## src/core/pcv_pkg.sv

```systemverilog
// Package: register map, field positions, reset values and frame constants
package pcv_pkg;

  // ----------------------------------------------------------------------
  // Register addresses
  // ----------------------------------------------------------------------
  localparam logic [4:0] PCV_REG_CFG = 5'h11;
  localparam logic [4:0] PCV_REG_STAT = 5'h12;
  localparam logic [4:0] PCV_REG_MASK = 5'h13;
  localparam logic [4:0] PCV_REG_FACT = 5'h14;

  // ----------------------------------------------------------------------
  // Field positions
  // ----------------------------------------------------------------------
  localparam int PCV_CFG_HIZ = 15;
  localparam int PCV_CFG_LOOP_OFF = 14;
  localparam int PCV_CFG_BYP_CODER = 13;
  localparam int PCV_CFG_BYP_WHITE = 12;
  localparam int PCV_CFG_SHIELD = 11;
  localparam int PCV_CFG_SQUELCH = 10;
  localparam int PCV_ST_POL = 15;
  localparam int PCV_ST_SYNC = 14;
  localparam int PCV_ST_CHAN_LO = 8;
  localparam int PCV_ST_SUMMARY = 7;

  // ----------------------------------------------------------------------
  // Register and latched-flag reset values
  // ----------------------------------------------------------------------
  localparam logic [15:0] PCV_CFG_RST = 16'h0002;
  localparam logic [15:0] PCV_MASK_RST = 16'h007F;
  localparam logic [15:0] PCV_FACT_RST = 16'h0000;
  localparam logic [6:0] PCV_LATCH_RST = 7'h40;

  // ----------------------------------------------------------------------
  // Serial frame constants
  // ----------------------------------------------------------------------
  localparam logic [1:0] PCV_ST_CODE = 2'h1;
  localparam logic [1:0] PCV_OP_WR = 2'h1;
  localparam logic [1:0] PCV_OP_RD = 2'h2;
  localparam int PCV_PRE_BITS = 32;
  localparam int PCV_IRQ_PULSE = 2;

  // Control bits driven out to the channel
  typedef struct packed {
    logic pair_output_hiz;
    logic tx_carrier_loopback_off;
    logic bypass_block_coder;
    logic bypass_whitener;
    logic shielded_cable_sel;
    logic squelch_reduce;
    logic fiber_level_trim_hi;
    logic fiber_level_trim_lo;
    logic edge_time_trim_hi;
    logic edge_time_trim_lo;
  } pcv_ctrl_t;

  // Live status conditions from the channel, order matches bits 6..0
  typedef struct packed {
    logic no_link;
    logic speed_flag;
    logic duplex_flag;
    logic bad_symbol_flag;
    logic missing_start_delim;
    logic missing_end_delim;
    logic babble_flag;
  } pcv_cond_t;

  typedef enum logic [2:0] {
    PCV_IDLE,
    PCV_HDR,
    PCV_TA,
    PCV_DATA,
    PCV_PULSE
  } pcv_state_t;

endpackage : pcv_pkg

```

## src/core/pcv_regs.sv

```systemverilog
// Per-channel vendor registers behind the serial management port
// What this block does
// - Output-disable bit puts the channel's pair outputs in high impedance; resets zero.
// - Loopback-disable bit stops transmit enable looping onto carrier sense.
// - Coder-bypass bit skips block encode and decode at 100 Mbps.
// - Whitener-bypass bit skips scrambling and descrambling at 100 Mbps.
// - Shielded-cable bit selects shielded pair cable settings.
// - Squelch-reduce bit selects reduced receive squelch thresholds.
// - Bit 15 shifts first on the serial link, descending, both directions.
// - Polarity-reversed bit follows detected reversed receive polarity; resets zero.
// - Sync-lost bit reads one while the descrambler lost synchronisation.
// - Two-bit channel index returns the addressed channel number.
// - Summary bit reads one when an unmasked status bit changed since last read.
// - Latched no-link bit reads one when no link; resets to one.
// - Speed and duplex flags latch current mode; both reset zero.
// - Bad-symbol flag latches on an invalid code group.
// - Start-delimiter flag latches on data without a start delimiter.
// - End-delimiter flag latches on a stream without end delimiter; resets zero.
// - Mask bits 6..0 suppress interrupts of matching status; reset to one.
// - With interrupt-on-data-line select, pulse data line while idle on pending.
`timescale 1ns/10ps
`default_nettype none
module pcv_regs
  import pcv_pkg::*;
#(
  parameter logic [4:0] PHY_BASE = 5'h00,
  parameter int NCHAN = 4
) (
  sys_clk,
  rstn,
  mgmt_clk,
  mgmt_data_in,
  mgmt_data_out,
  mgmt_data_oe,
  irq_on_mgmt_line,
  pol_reversed_in,
  sync_lost_in,
  cond_in,
  ctrl_out,
  pair_drive_en
);
  input wire logic sys_clk;
  input wire logic rstn;
  input wire logic mgmt_clk;
  input wire logic mgmt_data_in;
  output logic mgmt_data_out;
  output logic mgmt_data_oe;
  input wire logic irq_on_mgmt_line;
  input wire logic [NCHAN-1:0] pol_reversed_in;
  input wire logic [NCHAN-1:0] sync_lost_in;
  input wire pcv_cond_t [NCHAN-1:0] cond_in;
  output pcv_ctrl_t [NCHAN-1:0] ctrl_out;
  output logic [NCHAN-1:0] pair_drive_en;

  if (NCHAN < 1 || NCHAN > 4) begin : g_bad_nchan
    $error("NCHAN must be 1..4");
  end
  if (32'(PHY_BASE) + NCHAN > 32) begin : g_bad_base
    $error("PHY_BASE leaves no room for channels");
  end

  // ----------------------------------------------------------------------
  // Input synchronisers
  // ----------------------------------------------------------------------
  localparam int SW = 3 + 2 * NCHAN + 7 * NCHAN;
  logic [SW-1:0] sync_d;
  logic [SW-1:0] sync_q;
  logic mdc_s;
  logic mdi_s;
  logic irq_s;
  logic [NCHAN-1:0] pol_s;
  logic [NCHAN-1:0] los_s;
  pcv_cond_t [NCHAN-1:0] cond_s;

  assign sync_d = {mgmt_clk, mgmt_data_in, irq_on_mgmt_line, pol_reversed_in, sync_lost_in, cond_in};
  assign {mdc_s, mdi_s, irq_s, pol_s, los_s, cond_s} = sync_q;

  pcv_sync #(.W(SW)) u_sync (
    .sys_clk(sys_clk),
    .rstn(rstn),
    .d(sync_d),
    .q(sync_q)
  );

  // Edge detection on the synchronised management clock
  logic mdc_prev_q;
  logic [1:0] settle_q;
  logic mdc_rise;
  logic mdc_fall;

  always_ff @(posedge sys_clk) begin
    if (!rstn) begin
      mdc_prev_q <= 1'b0;
      settle_q <= '0;
    end else begin
      mdc_prev_q <= mdc_s;
      if (settle_q != 2'd3) settle_q <= settle_q + 2'd1;
    end
  end

  // Synchroniser flushes its reset zeros first; a pin idling high must not look like an edge
  assign mdc_rise = mdc_s && !mdc_prev_q && settle_q == 2'd3;
  assign mdc_fall = !mdc_s && mdc_prev_q && settle_q == 2'd3;

  // ----------------------------------------------------------------------
  // Serial frame engine
  // ----------------------------------------------------------------------
  pcv_state_t state_q;
  logic [5:0] ones_q;
  logic [3:0] hdr_cnt_q;
  logic [13:0] hdr_q;
  logic [4:0] bit_cnt_q;
  logic [15:0] shift_q;
  logic [15:0] wdata_q;
  logic sel_q;
  logic [1:0] chan_q;
  logic wr_strobe;
  logic rd_strobe;
  logic [1:0] pulse_cnt_q;
  logic [13:0] hdr_next;
  logic hdr_hit;
  logic [4:0] hdr_phy;
  logic [4:0] hdr_reg;
  logic [1:0] hdr_op;
  logic irq_pending;

  assign hdr_next = {hdr_q[12:0], mdi_s};
  assign hdr_op = hdr_next[11:10];
  assign hdr_phy = hdr_next[9:5];
  assign hdr_reg = hdr_next[4:0];
  assign hdr_hit = hdr_next[13:12] == PCV_ST_CODE && (hdr_op == PCV_OP_WR || hdr_op == PCV_OP_RD)
                   && hdr_phy >= PHY_BASE && 32'(hdr_phy) < 32'(PHY_BASE) + NCHAN;

  // Preamble counter: consecutive ones sampled on rising edges
  always_ff @(posedge sys_clk) begin
    if (!rstn) begin
      ones_q <= '0;
    end else if (mdc_rise) begin
      if (!mdi_s) ones_q <= '0;
      else if (ones_q != 6'(PCV_PRE_BITS)) ones_q <= ones_q + 6'd1;
    end
  end

  always_ff @(posedge sys_clk) begin
    if (!rstn) begin
      state_q <= PCV_IDLE;
      hdr_cnt_q <= '0;
      hdr_q <= '0;
      bit_cnt_q <= '0;
      sel_q <= 1'b0;
      chan_q <= '0;
      wdata_q <= '0;
      pulse_cnt_q <= '0;
    end else begin
      case (state_q)
        PCV_IDLE: begin
          hdr_cnt_q <= '0;
          if (mdc_rise && !mdi_s && ones_q == 6'(PCV_PRE_BITS)) begin
            hdr_q <= {13'h0000, mdi_s};
            hdr_cnt_q <= 4'd1;
            state_q <= PCV_HDR;
          end else if (irq_s && irq_pending && mdc_fall) begin
            pulse_cnt_q <= 2'(PCV_IRQ_PULSE);
            state_q <= PCV_PULSE;
          end
        end
        PCV_HDR: begin
          if (mdc_rise) begin
            hdr_q <= hdr_next;
            hdr_cnt_q <= hdr_cnt_q + 4'd1;
            if (hdr_cnt_q == 4'd13) begin
              sel_q <= hdr_hit && hdr_reg >= PCV_REG_CFG && hdr_reg <= PCV_REG_FACT;
              chan_q <= 2'(hdr_phy - PHY_BASE);
              hdr_q[11:10] <= hdr_op;
              hdr_q[4:0] <= hdr_reg;
              bit_cnt_q <= 5'd1;
              state_q <= PCV_TA;
            end
          end
        end
        PCV_TA: begin
          // Two turnaround bits, then data
          if (mdc_rise) begin
            if (bit_cnt_q == 5'd0) begin
              bit_cnt_q <= 5'd15;
              state_q <= PCV_DATA;
            end else begin
              bit_cnt_q <= bit_cnt_q - 5'd1;
            end
          end
        end
        PCV_DATA: begin
          if (mdc_rise) begin
            wdata_q <= {wdata_q[14:0], mdi_s};
            if (bit_cnt_q == 5'd0) state_q <= PCV_IDLE;
            else bit_cnt_q <= bit_cnt_q - 5'd1;
          end
        end
        PCV_PULSE: begin
          if (mdc_fall) begin
            if (pulse_cnt_q == 2'd1) state_q <= PCV_IDLE;
            pulse_cnt_q <= pulse_cnt_q - 2'd1;
          end
        end
        default: state_q <= PCV_IDLE;
      endcase
    end
  end

  logic is_read;
  logic is_write;
  assign is_read = sel_q && hdr_q[11:10] == PCV_OP_RD;
  assign is_write = sel_q && hdr_q[11:10] == PCV_OP_WR;
  assign wr_strobe = state_q == PCV_DATA && mdc_rise && bit_cnt_q == 5'd0 && is_write;
  // Clear at the capture edge, so no event can slip in between capture and clear
  assign rd_strobe = state_q == PCV_TA && mdc_rise && bit_cnt_q == 5'd1 && is_read
                     && hdr_q[4:0] == PCV_REG_STAT;

  // ----------------------------------------------------------------------
  // Registers per channel
  // ----------------------------------------------------------------------
  logic [NCHAN-1:0][15:0] cfg_q;
  logic [NCHAN-1:0][6:0] mask_q;
  logic [NCHAN-1:0][15:0] fact_q;
  logic [NCHAN-1:0][6:0] latch_q;
  logic [NCHAN-1:0][6:0] held_q;
  logic [NCHAN-1:0][6:0] prev_q;
  logic [NCHAN-1:0] summary_q;
  logic [NCHAN-1:0][15:0] status_word;
  logic [15:0] wfull;

  assign wfull = {wdata_q[14:0], mdi_s};

  function automatic logic wr_hit(input logic [4:0] r, input int ch);
    return wr_strobe && hdr_q[4:0] == r && 32'(chan_q) == ch;
  endfunction

  for (genvar c = 0; c < NCHAN; c++) begin : g_chan
    logic [6:0] cur;
    logic [6:0] changed;
    logic rd_this;
    assign cur = cond_s[c];
    assign changed = (cur ^ prev_q[c]) & ~mask_q[c];
    assign rd_this = rd_strobe && 32'(chan_q) == c;

    always_ff @(posedge sys_clk) begin
      if (!rstn) begin
        cfg_q[c] <= PCV_CFG_RST;
      end else if (wr_hit(PCV_REG_CFG, c)) begin
        cfg_q[c] <= wfull;
      end
    end

    always_ff @(posedge sys_clk) begin
      if (!rstn) begin
        mask_q[c] <= PCV_MASK_RST[6:0];
      end else if (wr_hit(PCV_REG_MASK, c)) begin
        mask_q[c] <= wfull[6:0];
      end
    end

    always_ff @(posedge sys_clk) begin
      if (!rstn) begin
        fact_q[c] <= PCV_FACT_RST;
      end else if (wr_hit(PCV_REG_FACT, c)) begin
        fact_q[c] <= wfull;
      end
    end

    // Latched flags: hold any event until read, then track live state
    always_ff @(posedge sys_clk) begin
      if (!rstn) begin
        prev_q[c] <= PCV_LATCH_RST;
        latch_q[c] <= PCV_LATCH_RST;
        held_q[c] <= '0;
      end else begin
        prev_q[c] <= cur;
        if (rd_this) begin
          latch_q[c] <= cur;
          held_q[c] <= cur ^ prev_q[c];
        end else begin
          held_q[c] <= held_q[c] | (cur ^ prev_q[c]);
          latch_q[c] <= (latch_q[c] & held_q[c]) | (cur & ~held_q[c])
                        | (cur & {1'b1, 2'b00, 4'hF});
        end
      end
    end

    // Summary: an event in the read cycle survives the clear
    always_ff @(posedge sys_clk) begin
      if (!rstn) begin
        summary_q[c] <= 1'b0;
      end else if (|changed) begin
        summary_q[c] <= 1'b1;
      end else if (rd_this) begin
        summary_q[c] <= 1'b0;
      end
    end

    always_comb begin
      status_word[c] = '0;
      status_word[c][PCV_ST_POL] = pol_s[c];
      status_word[c][PCV_ST_SYNC] = los_s[c];
      status_word[c][PCV_ST_CHAN_LO +: 2] = 2'(c);
      status_word[c][PCV_ST_SUMMARY] = summary_q[c];
      status_word[c][6:0] = latch_q[c];
    end

    assign ctrl_out[c] = {cfg_q[c][15:10], cfg_q[c][3:0]};
    assign pair_drive_en[c] = !cfg_q[c][PCV_CFG_HIZ];
  end

  assign irq_pending = |summary_q;

  // ----------------------------------------------------------------------
  // Read data and line drive
  // ----------------------------------------------------------------------
  function automatic logic [15:0] read_word(input logic [4:0] r, input logic [1:0] ch);
    logic [15:0] v;
    v = '0;
    if (r == PCV_REG_CFG) v = cfg_q[ch];
    else if (r == PCV_REG_STAT) v = status_word[ch];
    else if (r == PCV_REG_MASK) v = {9'h000, mask_q[ch]};
    else if (r == PCV_REG_FACT) v = fact_q[ch];
    return v;
  endfunction

  // Read word captured in the turnaround, same edge as the status clear; old values land here
  always_ff @(posedge sys_clk) begin
    if (!rstn) begin
      shift_q <= '0;
    end else if (state_q == PCV_TA && mdc_rise && bit_cnt_q == 5'd1) begin
      shift_q <= read_word(hdr_q[4:0], chan_q);
    end else if (state_q == PCV_DATA && mdc_rise) begin
      shift_q <= {shift_q[14:0], 1'b0};
    end
  end

  always_ff @(posedge sys_clk) begin
    if (!rstn) begin
      mgmt_data_out <= 1'b0;
      mgmt_data_oe <= 1'b0;
    end else if (state_q == PCV_PULSE) begin
      mgmt_data_out <= 1'b0;
      mgmt_data_oe <= 1'b1;
    end else if (state_q == PCV_TA && is_read && bit_cnt_q == 5'd0) begin
      mgmt_data_out <= 1'b0;
      mgmt_data_oe <= 1'b1;
    end else if (state_q == PCV_DATA && is_read) begin
      mgmt_data_out <= shift_q[15];
      mgmt_data_oe <= 1'b1;
    end else begin
      mgmt_data_out <= 1'b0;
      mgmt_data_oe <= 1'b0;
    end
  end

endmodule // pcv_regs
`default_nettype wire

```

## src/core/pcv_sync.sv

```systemverilog
// Two-flop synchroniser for pin inputs
`timescale 1ns/10ps
`default_nettype none
module pcv_sync #(
  parameter int W = 1
) (
  sys_clk,
  rstn,
  d,
  q
);
  input wire logic sys_clk;
  input wire logic rstn;
  input wire logic [W-1:0] d;
  output logic [W-1:0] q;

  logic [W-1:0] meta_q;

  always_ff @(posedge sys_clk) begin
    if (!rstn) begin
      meta_q <= '0;
      q <= '0;
    end else begin
      meta_q <= d;
      q <= meta_q;
    end
  end
endmodule // pcv_sync
`default_nettype wire

```

## config.mk

```make
export PLATFORM = sky130hd
export DESIGN_NAME = pcv_regs
export DESIGN_NICKNAME = d
export VERILOG_FILES = /design/src/core/pcv_pkg.sv /design/src/core/pcv_regs.sv /design/src/core/pcv_sync.sv
export SDC_FILE = /design/constraint.sdc
export NUM_CORES = 1
export LEC_CHECK = 0
export BUFFER_PORTS_ARGS = -buffer_cell sky130_fd_sc_hd__buf_2
export CAP_MARGIN = 20
export CORE_UTILIZATION = 35
export CTS_CLUSTER_DIAMETER = 200
export DETAILED_ROUTE_END_ITERATION = 6
export PLACE_DENSITY = 0.51
export RECOVER_POWER = 100
export SYNTH_ARGS = -nofsm -noshare
export SYNTH_HDL_FRONTEND = slang
export SYNTH_SLANG_ARGS = --single-unit
```

## constraint.sdc

```tcl
create_clock -name sys_clk -period 2.48 [get_ports sys_clk]
set_input_delay 0.496 -clock sys_clk [delete_from_list [all_inputs] [get_ports sys_clk]]
set_output_delay 0.496 -clock sys_clk [all_outputs]
set_load 0.005 [all_outputs]
```

-- Yosys cells after proc, flatten, opt, wreduce, memory -nomap -nowiden
Index checks and enable logic that the tools add are counted.
- register bits after elaboration: 394
- word-level logic and storage cells: 269
- output and inout bits: 46
- reductions and logical operators: 77
- equality and inequality tests: 37
- mux-type cells: 63
- bitwise operators: 38
- $add $sub $neg: 5
- order comparisons: 5
- operators with widths (operator ; number):
    two-way mux 16 bit ; 9
    binary-select mux 16 bit (select 2 bit) ; 3
    bitwise AND 7 bit ; 12
    bitwise OR 7 bit ; 12
    two-way mux 7 bit ; 9
    inverter 7 bit ; 8
    logical AND 1 bit ; 44
    two-way mux 3 bit ; 10
    two-way mux 5 bit ; 6
    OR reduction 7 bit ; 4
    bitwise XOR 7 bit ; 4
    two-way mux 13 bit ; 2
    inequality test 2 bit (second input constant) ; 13
    one-hot mux 13 bit (2 select lines) ; 1
    equality test 5 bit (second input constant) ; 4
    one-hot mux 3 bit (5 select lines) ; 1
    one-hot mux 5 bit (3 select lines) ; 1
    binary-select mux 7 bit (select 2 bit) ; 1
    nonzero test 2 bit ; 7
    two-way mux 1 bit ; 12
    two-way mux 6 bit ; 2
    equality test 2 x 1 -> 1 bit (second input constant) ; 5
    equality test 2 bit (second input constant) ; 5
    AND reduction 9 bit ; 1
    other kinds (35) ; 49

-- Longest topological paths before layout
Gate-level depths: netlist of run 1.
- depth in word-level cells: 10
- mapped depth: 9

-- By module
A second synthesis of run 1 with hierarchy kept.
- cells, all modules: 1776
- area, all modules: 16508.3 um^2
- modules (own cells, without submodules) (module ; sequential area each (um^2) ; area each (um^2) ; cells each ; instances):
    pcv_regs ; 6326.1 ; 14403.8 ; 1612 ; 1
    pcv_sync ; 1561.5 ; 2104.5 ; 164 ; 1

-- Least setup slack after synthesis of run 1
No wires, ideal clock.
- path type: register to register
- start point: register bit_cnt_q[0]
- end point: register cfg_q[21] (netlist name)
- cell stages (with the launch flop): 9
- library setup time: 0.132 ns
- path buffers: 2
- setup slack: 0.363 ns
- data required time: 2.348 ns
- clock period less this slack: 2.117 ns
- arrival: 1.984 ns
- cell sequence: dfxtp_1 -> inv_1 -> ha_1 -> or4b_4 -> or3_1 -> buf_2 -> buf_6 -> o31ai_1 -> a21oi_1
- word-level cells in the longest chain between the ends: 5
- ends and longest elaborated chain (item ; line ; source):
    start: declaration ; pcv_regs.sv:112 ; logic [4:0] bit_cnt_q;
    start signal: assignment ; pcv_regs.sv:188 ; bit_cnt_q <= bit_cnt_q - 5'd1;
    start signal: assignment ; pcv_regs.sv:196 ; else bit_cnt_q <= bit_cnt_q - 5'd1;
    logical NOT 5 bit ; pcv_regs.sv:214 ; assign wr_strobe = state_q == PCV_DATA && mdc_rise && bit_cnt_q == 5'd0 && is_write;
    logical AND 1 bit (2 in series) ; pcv_regs.sv:214 ;
    logical AND 1 bit (2 in series) ; pcv_regs.sv:235 ; return wr_strobe && hdr_q[4:0] == r && 32'(chan_q) == ch;
    end signal: indexed assignment ; pcv_regs.sv:250 ; cfg_q[c] <= wfull;
    end: declaration ; pcv_regs.sv:222 ; logic [NCHAN-1:0][15:0] cfg_q;
No other way between the ends.
A chain may end at the register's enable or synchronous reset.

-- Worst setup path after layout of run 1
- start point: register bit_cnt_q[0]
- end point: register fact_q[23] (netlist name)
- word-level cells in the longest chain between the ends: 5
- ends and longest elaborated chain (item ; line ; source):
    logical NOT 5 bit ; pcv_regs.sv:214 ;
    logical AND 1 bit (2 in series) ; pcv_regs.sv:214 ;
    logical AND 1 bit (2 in series) ; pcv_regs.sv:235 ;
    end signal: indexed assignment ; pcv_regs.sv:266 ; fact_q[c] <= wfull;
    end: declaration ; pcv_regs.sv:224 ; logic [NCHAN-1:0][15:0] fact_q;
No other way between the ends.

==> results of run 1 <==
-- layer usage --
metal  part of all wire, %  global-route usage, %  vias to the layer above
li1                      -                      -                     6561
met1                    46                   29.4                     7001
met2                    45                   31.4                      467
met3                   6.2                   3.91                       78
met4                   2.4                   6.32                        0
met5                     0                      0                        -
-- cells in the mapped netlist, drive strengths merged (5+ instances only) --
cell / number / area share (%)
dfxtp: 394 / 46
a21oi: 190 / 5.6
clkbuf: 167 / 3.7
o31ai: 162 / 7.2
nand4: 132 / 4.9
and2: 99 / 3.6
nand2: 85 / 1.9
buf: 77 / 3.1
mux4: 49 / 6.5
nor4: 45 / 1.7
o21ai: 44 / 1.3
a31oi: 36 / 1.3
xnor2: 33 / 1.7
inv: 25 / 0.55
nor2: 25 / 0.55
mux2i: 17 / 1.0
and3: 14 / 0.52
o22ai: 14 / 0.52
a22o: 12 / 0.62
a41o: 12 / 0.71
a221oi: 11 / 0.57
nor3: 11 / 0.44
ha: 9 / 0.66
nand2b: 9 / 0.33
a311oi: 8 / 0.41
or3: 8 / 0.32
o21bai: 7 / 0.31
a2111oi: 6 / 0.31
a22oi: 6 / 0.27
a211oi: 5 / 0.22
nand3: 5 / 0.15
xor2: 5 / 0.26
-- worst max-delay path, cell delays in order (launching register included) --
cell     delay, ns
dfxtp_1       0.34
inv_1         0.11
ha_1          0.14
or4b_4        0.51
or3_2         0.54
buf_6         0.23
o31ai_1       0.25
a21oi_1       0.11
-- logic make-up (layout without fill, tap and decap cells) --
family	after synthesis	after routing	synth area share, %
AO/OA/AOI/OAI	532	532	20.3
AND/OR/NAND/NOR	459	459	15.7
flip-flops	394	394	46.4
buffers and inverters	270	268	7.37
multiplexers	67	67	7.56
XOR/XNOR	38	38	1.96
adder cells (fa/ha/maj)	9	9	0.663
-- sequential cells by signal, indices dropped and copies added, names as in the netlist, 3 cells and up, named ones only --
name	flops
fact_q	64
ctrl_out	40
u_sync.meta_q	39
u_sync.q	39
held_q	28
mask_q	28
prev_q	28
cfg_q	24
latch_q	20
shift_q	16
wdata_q	15
hdr_q	13
ones_q	6
bit_cnt_q	5
hdr_cnt_q	4
status_word	4
state_q	3
-- metrics by stage --
stage | utilization [%] | area, sq um | std cells
floorplan | - | 17000 | 1769
global placement | 37.7 | 18000 | 2306
detailed placement | 37.7 | 18000 | 2306
CTS | 40.6 | 19400 | 2381
global route | 40.5 | 19400 | 2382
finish | 40.5 | 19400 | 2382
-- worst max-delay path by stage --
stage / startpoint / to / slack (ns) / depth (start not counted)
floorplan: bit_cnt_q[0] / cfg_q[21] / 0.36 / 8
global placement: chan_q[0] / shift_q[1] / 0.13 / 6
detailed placement: chan_q[0] / shift_q[1] / 0.11 / 6
CTS: bit_cnt_q[0] / ctrl_out[36] / 0.07 / 7
global route: hdr_q[2] / fact_q[1] / 0.007 / 5
finish: bit_cnt_q[0] / fact_q[23] / 0.11 / 7
-- repair_timing --
item / CTS / global route
setup endpoints to repair: 0 / 6
buffers inserted: 0 / 1
resized for setup: 0 / 2
-- cell type report --
cell class / count / area, sq um
multi-input combinational: 1105 / 7930
tap: 615 / 769
inverter: 26 / 103
clock inverter: 9 / 108
clock buffer: 66 / 1320
fill: 4695 / 28500
timing repair buffer: 167 / 1240
sequential: 394 / 7890
-- where the power goes --
| group | switching [mW] | total, mW | internal, mW |
|---|---|---|---|
| sequential | 0.0639 | 6.53 | 6.47 |
| clock | 2.65 | 6.52 | 3.86 |
| combinational | 0.213 | 0.361 | 0.147 |
| total | 2.93 | 13.4 | 10.5 |
==> results.yml, run 1 <==
run_status:
  status: "finished, final reports clean"
power:
  power.density_nw_per_um2: 693
  ir_drop_uv: 466
  power_mw: 13.4
  leakagePower_nw: 6.58
floorplanning:
  die_h_um: 222
  chipWidth_um: 222
  dieArea_sq_um: 49400
  initial_core_util_pct: 35.5
  pin_count: 87
  rows: 80
  core_sq_um: 47800
cells_and_area:
  drive_gt1_share_pct: 16.1
  final_common_cell: "dfxtp_1"
  syn_to_final_growth_pct: 13.9
  nets: 1790
  layout_common_cells: "392 x dfxtp_1, 190 x a21oi_1, 162 x o31ai_1"
  n_antenna_cell: 0
drt:
  wire_per_inst_um: 21.8
  vias_per_cell: 5.92
  vias: 14100
  wl_mm: 51.8
  first_iter_violations: 1435
  final_antenna_net_count: 0
  dr.pass1.iters: 5
  drt_drc_violations_left: 0
synth:
  synth_edf_count: 0
  synth.distinct_cells: 67
  async_flop_share_pct: 0
  synth_cells: 1769
  ys_dominant_reg_cell: "dfxtp_1"
  avgSynthCellArea_sq_um: 9.61
  synth_seq_cells: 394
  syn_area_sq_um: 17000
  syn-num-nets: 1819
  yosys_warnings: 0
  ys_seq_area_share_pct: 46.4
worst_setup_path:
  ff2ff_path_depth: 7
  critical_path_arrival_ns: 2.81
  ff2ff_setup_slack_ns: 0.11
  required_ns: 2.92
  criticalPathCategory: "flip-flop to flip-flop"
  crit_fanout: 27
  r2r-end: "fact_q[23]"
  rr_startpoint: "bit_cnt_q[0]"
  worst_setup_path_start_kind: "flip-flop"
  endpoint_kind: "flip-flop"
global_route:
  grt_usage_pct: 20.6
  grt-ovfl-total: 0
  grt_max_degree: 115
  grt_pass1_vias: 13600
  antenna_found_initial: 0
  grt_pass1_wl_mm: 81.1
clock_network:
  h-tree-depth: 2
  cts_made_buffers: 46
  clock_sinks: 394
  path_clk_slew_ns: 0.06
  cts-root-buf: "clkbuf_16"
  cts_hold_buffers: 0
  insertion_delay_ns: 0.58
  cts_buffer_depth: 3
  cts_tree: "yes"
sta:
  finalCritPeriodShare_pct: 95.4
  finalHoldViolCount: 0
  setup_viol: 0
  slew_viol_final: 0
  rsz0062_at_grt: "false"
  layout_setup_ws_ns: 0.114
  holdWs_ns: 0.122
  fin_setup_tns_ns: 0
  clock.fmax_mhz: 423
  tightest_slew_ns: 1.30
  period_minus_slack_ns: 2.37
  finClkSkew_ns: 0.0244
  slew_headroom_pct: 13.1
placed_design:
  pre_cts_ws_ns: 0.109
  gp_congestion: 0.819
  port_buffers: 86
  hpwl_mm: 31.5
min_path:
  hp-start: "sync_lost_in[2]"
  hold_class: "primary input to flip-flop"
  hold_depth: 2
  hold_end: "u_sync.meta_q[30]"
job:
  maxCapViolations: 0
(Power assumes the default switching activity.)
==> run 2: changes to the inputs <==
Settings changed: CTS_BUF_LIST set to sky130_fd_sc_hd__clkbuf_8 sky130_fd_sc_hd__clkbuf_16.
==> results.yml, run 2 (same netlist as run 1, synthesis figures left out) <==
clock_network:
  cts_buffer_depth: 3
  h-tree-depth: 2
  insertion_delay_ns: 0.58
  cts_hold_buffers: 0
  path_clk_slew_ns: 0.06
  clock_sinks: 394
  cts-root-buf: "clkbuf_16"
  cts_tree: "yes"
  cts_made_buffers: 46
global_route:
  grt_pass1_vias: 13600
  grt_pass1_wl_mm: 81.1
  grt-ovfl-total: 0
  grt_usage_pct: 20.6
  grt_max_degree: 115
  antenna_found_initial: 0
sta:
  finalHoldViolCount: 0
  slew_viol_final: 0
  setup_viol: 0
  tightest_slew_ns: 1.31
  rsz0062_at_grt: "false"
  slew_headroom_pct: 12.5
  finClkSkew_ns: 0.0246
  fin_setup_tns_ns: 0
  clock.fmax_mhz: 421
  finalCritPeriodShare_pct: 95.7
  holdWs_ns: 0.123
  period_minus_slack_ns: 2.37
power:
  power.share.clock_pct: 48.4
  p_int_mw: 10.4
  power.density_nw_per_um2: 690
  ir_drop_uv: 466
  leakagePower_nw: 6.62
  power_frac_comb_pct: 2.7
  p_sw_mw: 2.94
  seqPwrFrac_pct: 48.9
  switching_share_pct: 22.0
placed_design:
  post_dp_cell_area_sq_um: 18000
  gp_congestion: 0.819
  hpwl_mm: 31.5
  port_buffers: 86
cells_and_area:
  final_util_pct: 40.5
  syn_to_final_growth_pct: 13.9
  fillers: 4695
  drive_gt1_share_pct: 16.1
  nets: 1790
  postLayoutCellArea_sq_um: 19400
  largest_register_ff_count: 64
  top_register: "fact_q"
  layout_common_cells: "392 x dfxtp_1, 190 x a21oi_1, 162 x o31ai_1"
  n_antenna_cell: 0
  final_common_cell: "dfxtp_1"
drt:
  final_antenna_net_count: 0
  first_iter_violations: 1369
  dr.pass1.iters: 5
  wire_per_inst_um: 21.7
  vias: 14100
  wl_mm: 51.8
  vias_per_cell: 5.93
  drt_drc_violations_left: 0
run_status:
  status: "finished, final reports clean"
floorplanning:
  core_sq_um: 47800
  die_h_um: 222
  pin_count: 87
  chipWidth_um: 222
  rows: 80
  initial_core_util_pct: 35.5
  dieArea_sq_um: 49400
worst_setup_path:
  crit_path_max_incr_delay_ns: 0.51
  slowest_stage: "or4b_4"
  endpoint_kind: "flip-flop"
  crit_path_cell_trace: "inv_1 > ha_1 > or4b_4 > or3_4 > buf_6 > o31ai_1 > a21oi_1"
  required_ns: 2.92
  critical_path_arrival_ns: 2.81
  criticalPathCategory: "flip-flop to flip-flop"
  crit_fanout: 22
  worst_setup_path_start_kind: "flip-flop"
min_path:
  hold_class: "primary input to flip-flop"
job:
  maxCapViolations: 0
run 2: layer usage:
layer	vias up	GRT usage (%)	routed length, um
met1	7012	29.4	24100
met5	-	0	0
met3	78	3.91	3170
met2	461	31.4	23300
met4	0	6.32	1250
li1	6565	-	-
run 2: worst max-delay path, delay by kind of cell (launching register included):
family          cells  cell delay [ns]
simple gates        2             1.00
compound gates      2             0.39
flops               1             0.34
buf+inv             2             0.35
fa+ha+maj           1             0.14
run 2: path summary, 6_finish.rpt:
path / from / to / slack (ns) / cells after the start
worst max register to register: bit_cnt_q[0] / ctrl_out[36] / 0.11 / 7
worst min register to register: u_sync.meta_q[8] / u_sync.q[8] / 0.43 / 1
worst max-delay path: bit_cnt_q[0] / ctrl_out[36] / 0.11 / 7
worst min-delay path: sync_lost_in[2] / u_sync.meta_q[30] / 0.12 / 2
run 2: area by class of cell:
class | count | area [sq um] | share of cell area (%)
clock buffer | 54 | 1270 | 6.57
clock inverter | 21 | 153 | 0.789
inverter | 26 | 103 | 0.530
multi-input combinational | 1105 | 7930 | 40.9
sequential | 394 | 7890 | 40.8
tap | 615 | 769 | 3.98
timing repair buffer | 167 | 1240 | 6.41
run 2: timing repair:
action / 4_1_cts / 5_1_grt
setup endpoints to repair: 0 / 6
setup buffers: 0 / 1
resized for setup: 0 / 2
run 2: through the flow:
step | setup slack [ns] | power (mW) | instances
2_1_floorplan | 0.363 | 6.89 | 1769
3_3_place_gp | 0.131 | 7.03 | 2306
3_5_place_dp | 0.109 | 7.04 | 2306
4_1_cts | 0.0748 | 13.5 | 2381
5_1_grt | 0.00658 | 13.8 | 2382
6_report | 0.107 | 13.4 | 2382
run 2: power by group through the flow:
stage               Combinational, mW  Sequential (mW)  Clock (mW)
detailed placement              0.373             6.67           0
CTS                             0.375             6.53        6.62
global placement                0.365             6.67           0
finish                          0.361             6.53        6.47
floorplan                       0.249             6.64           0
global route                    0.402             6.54        6.89
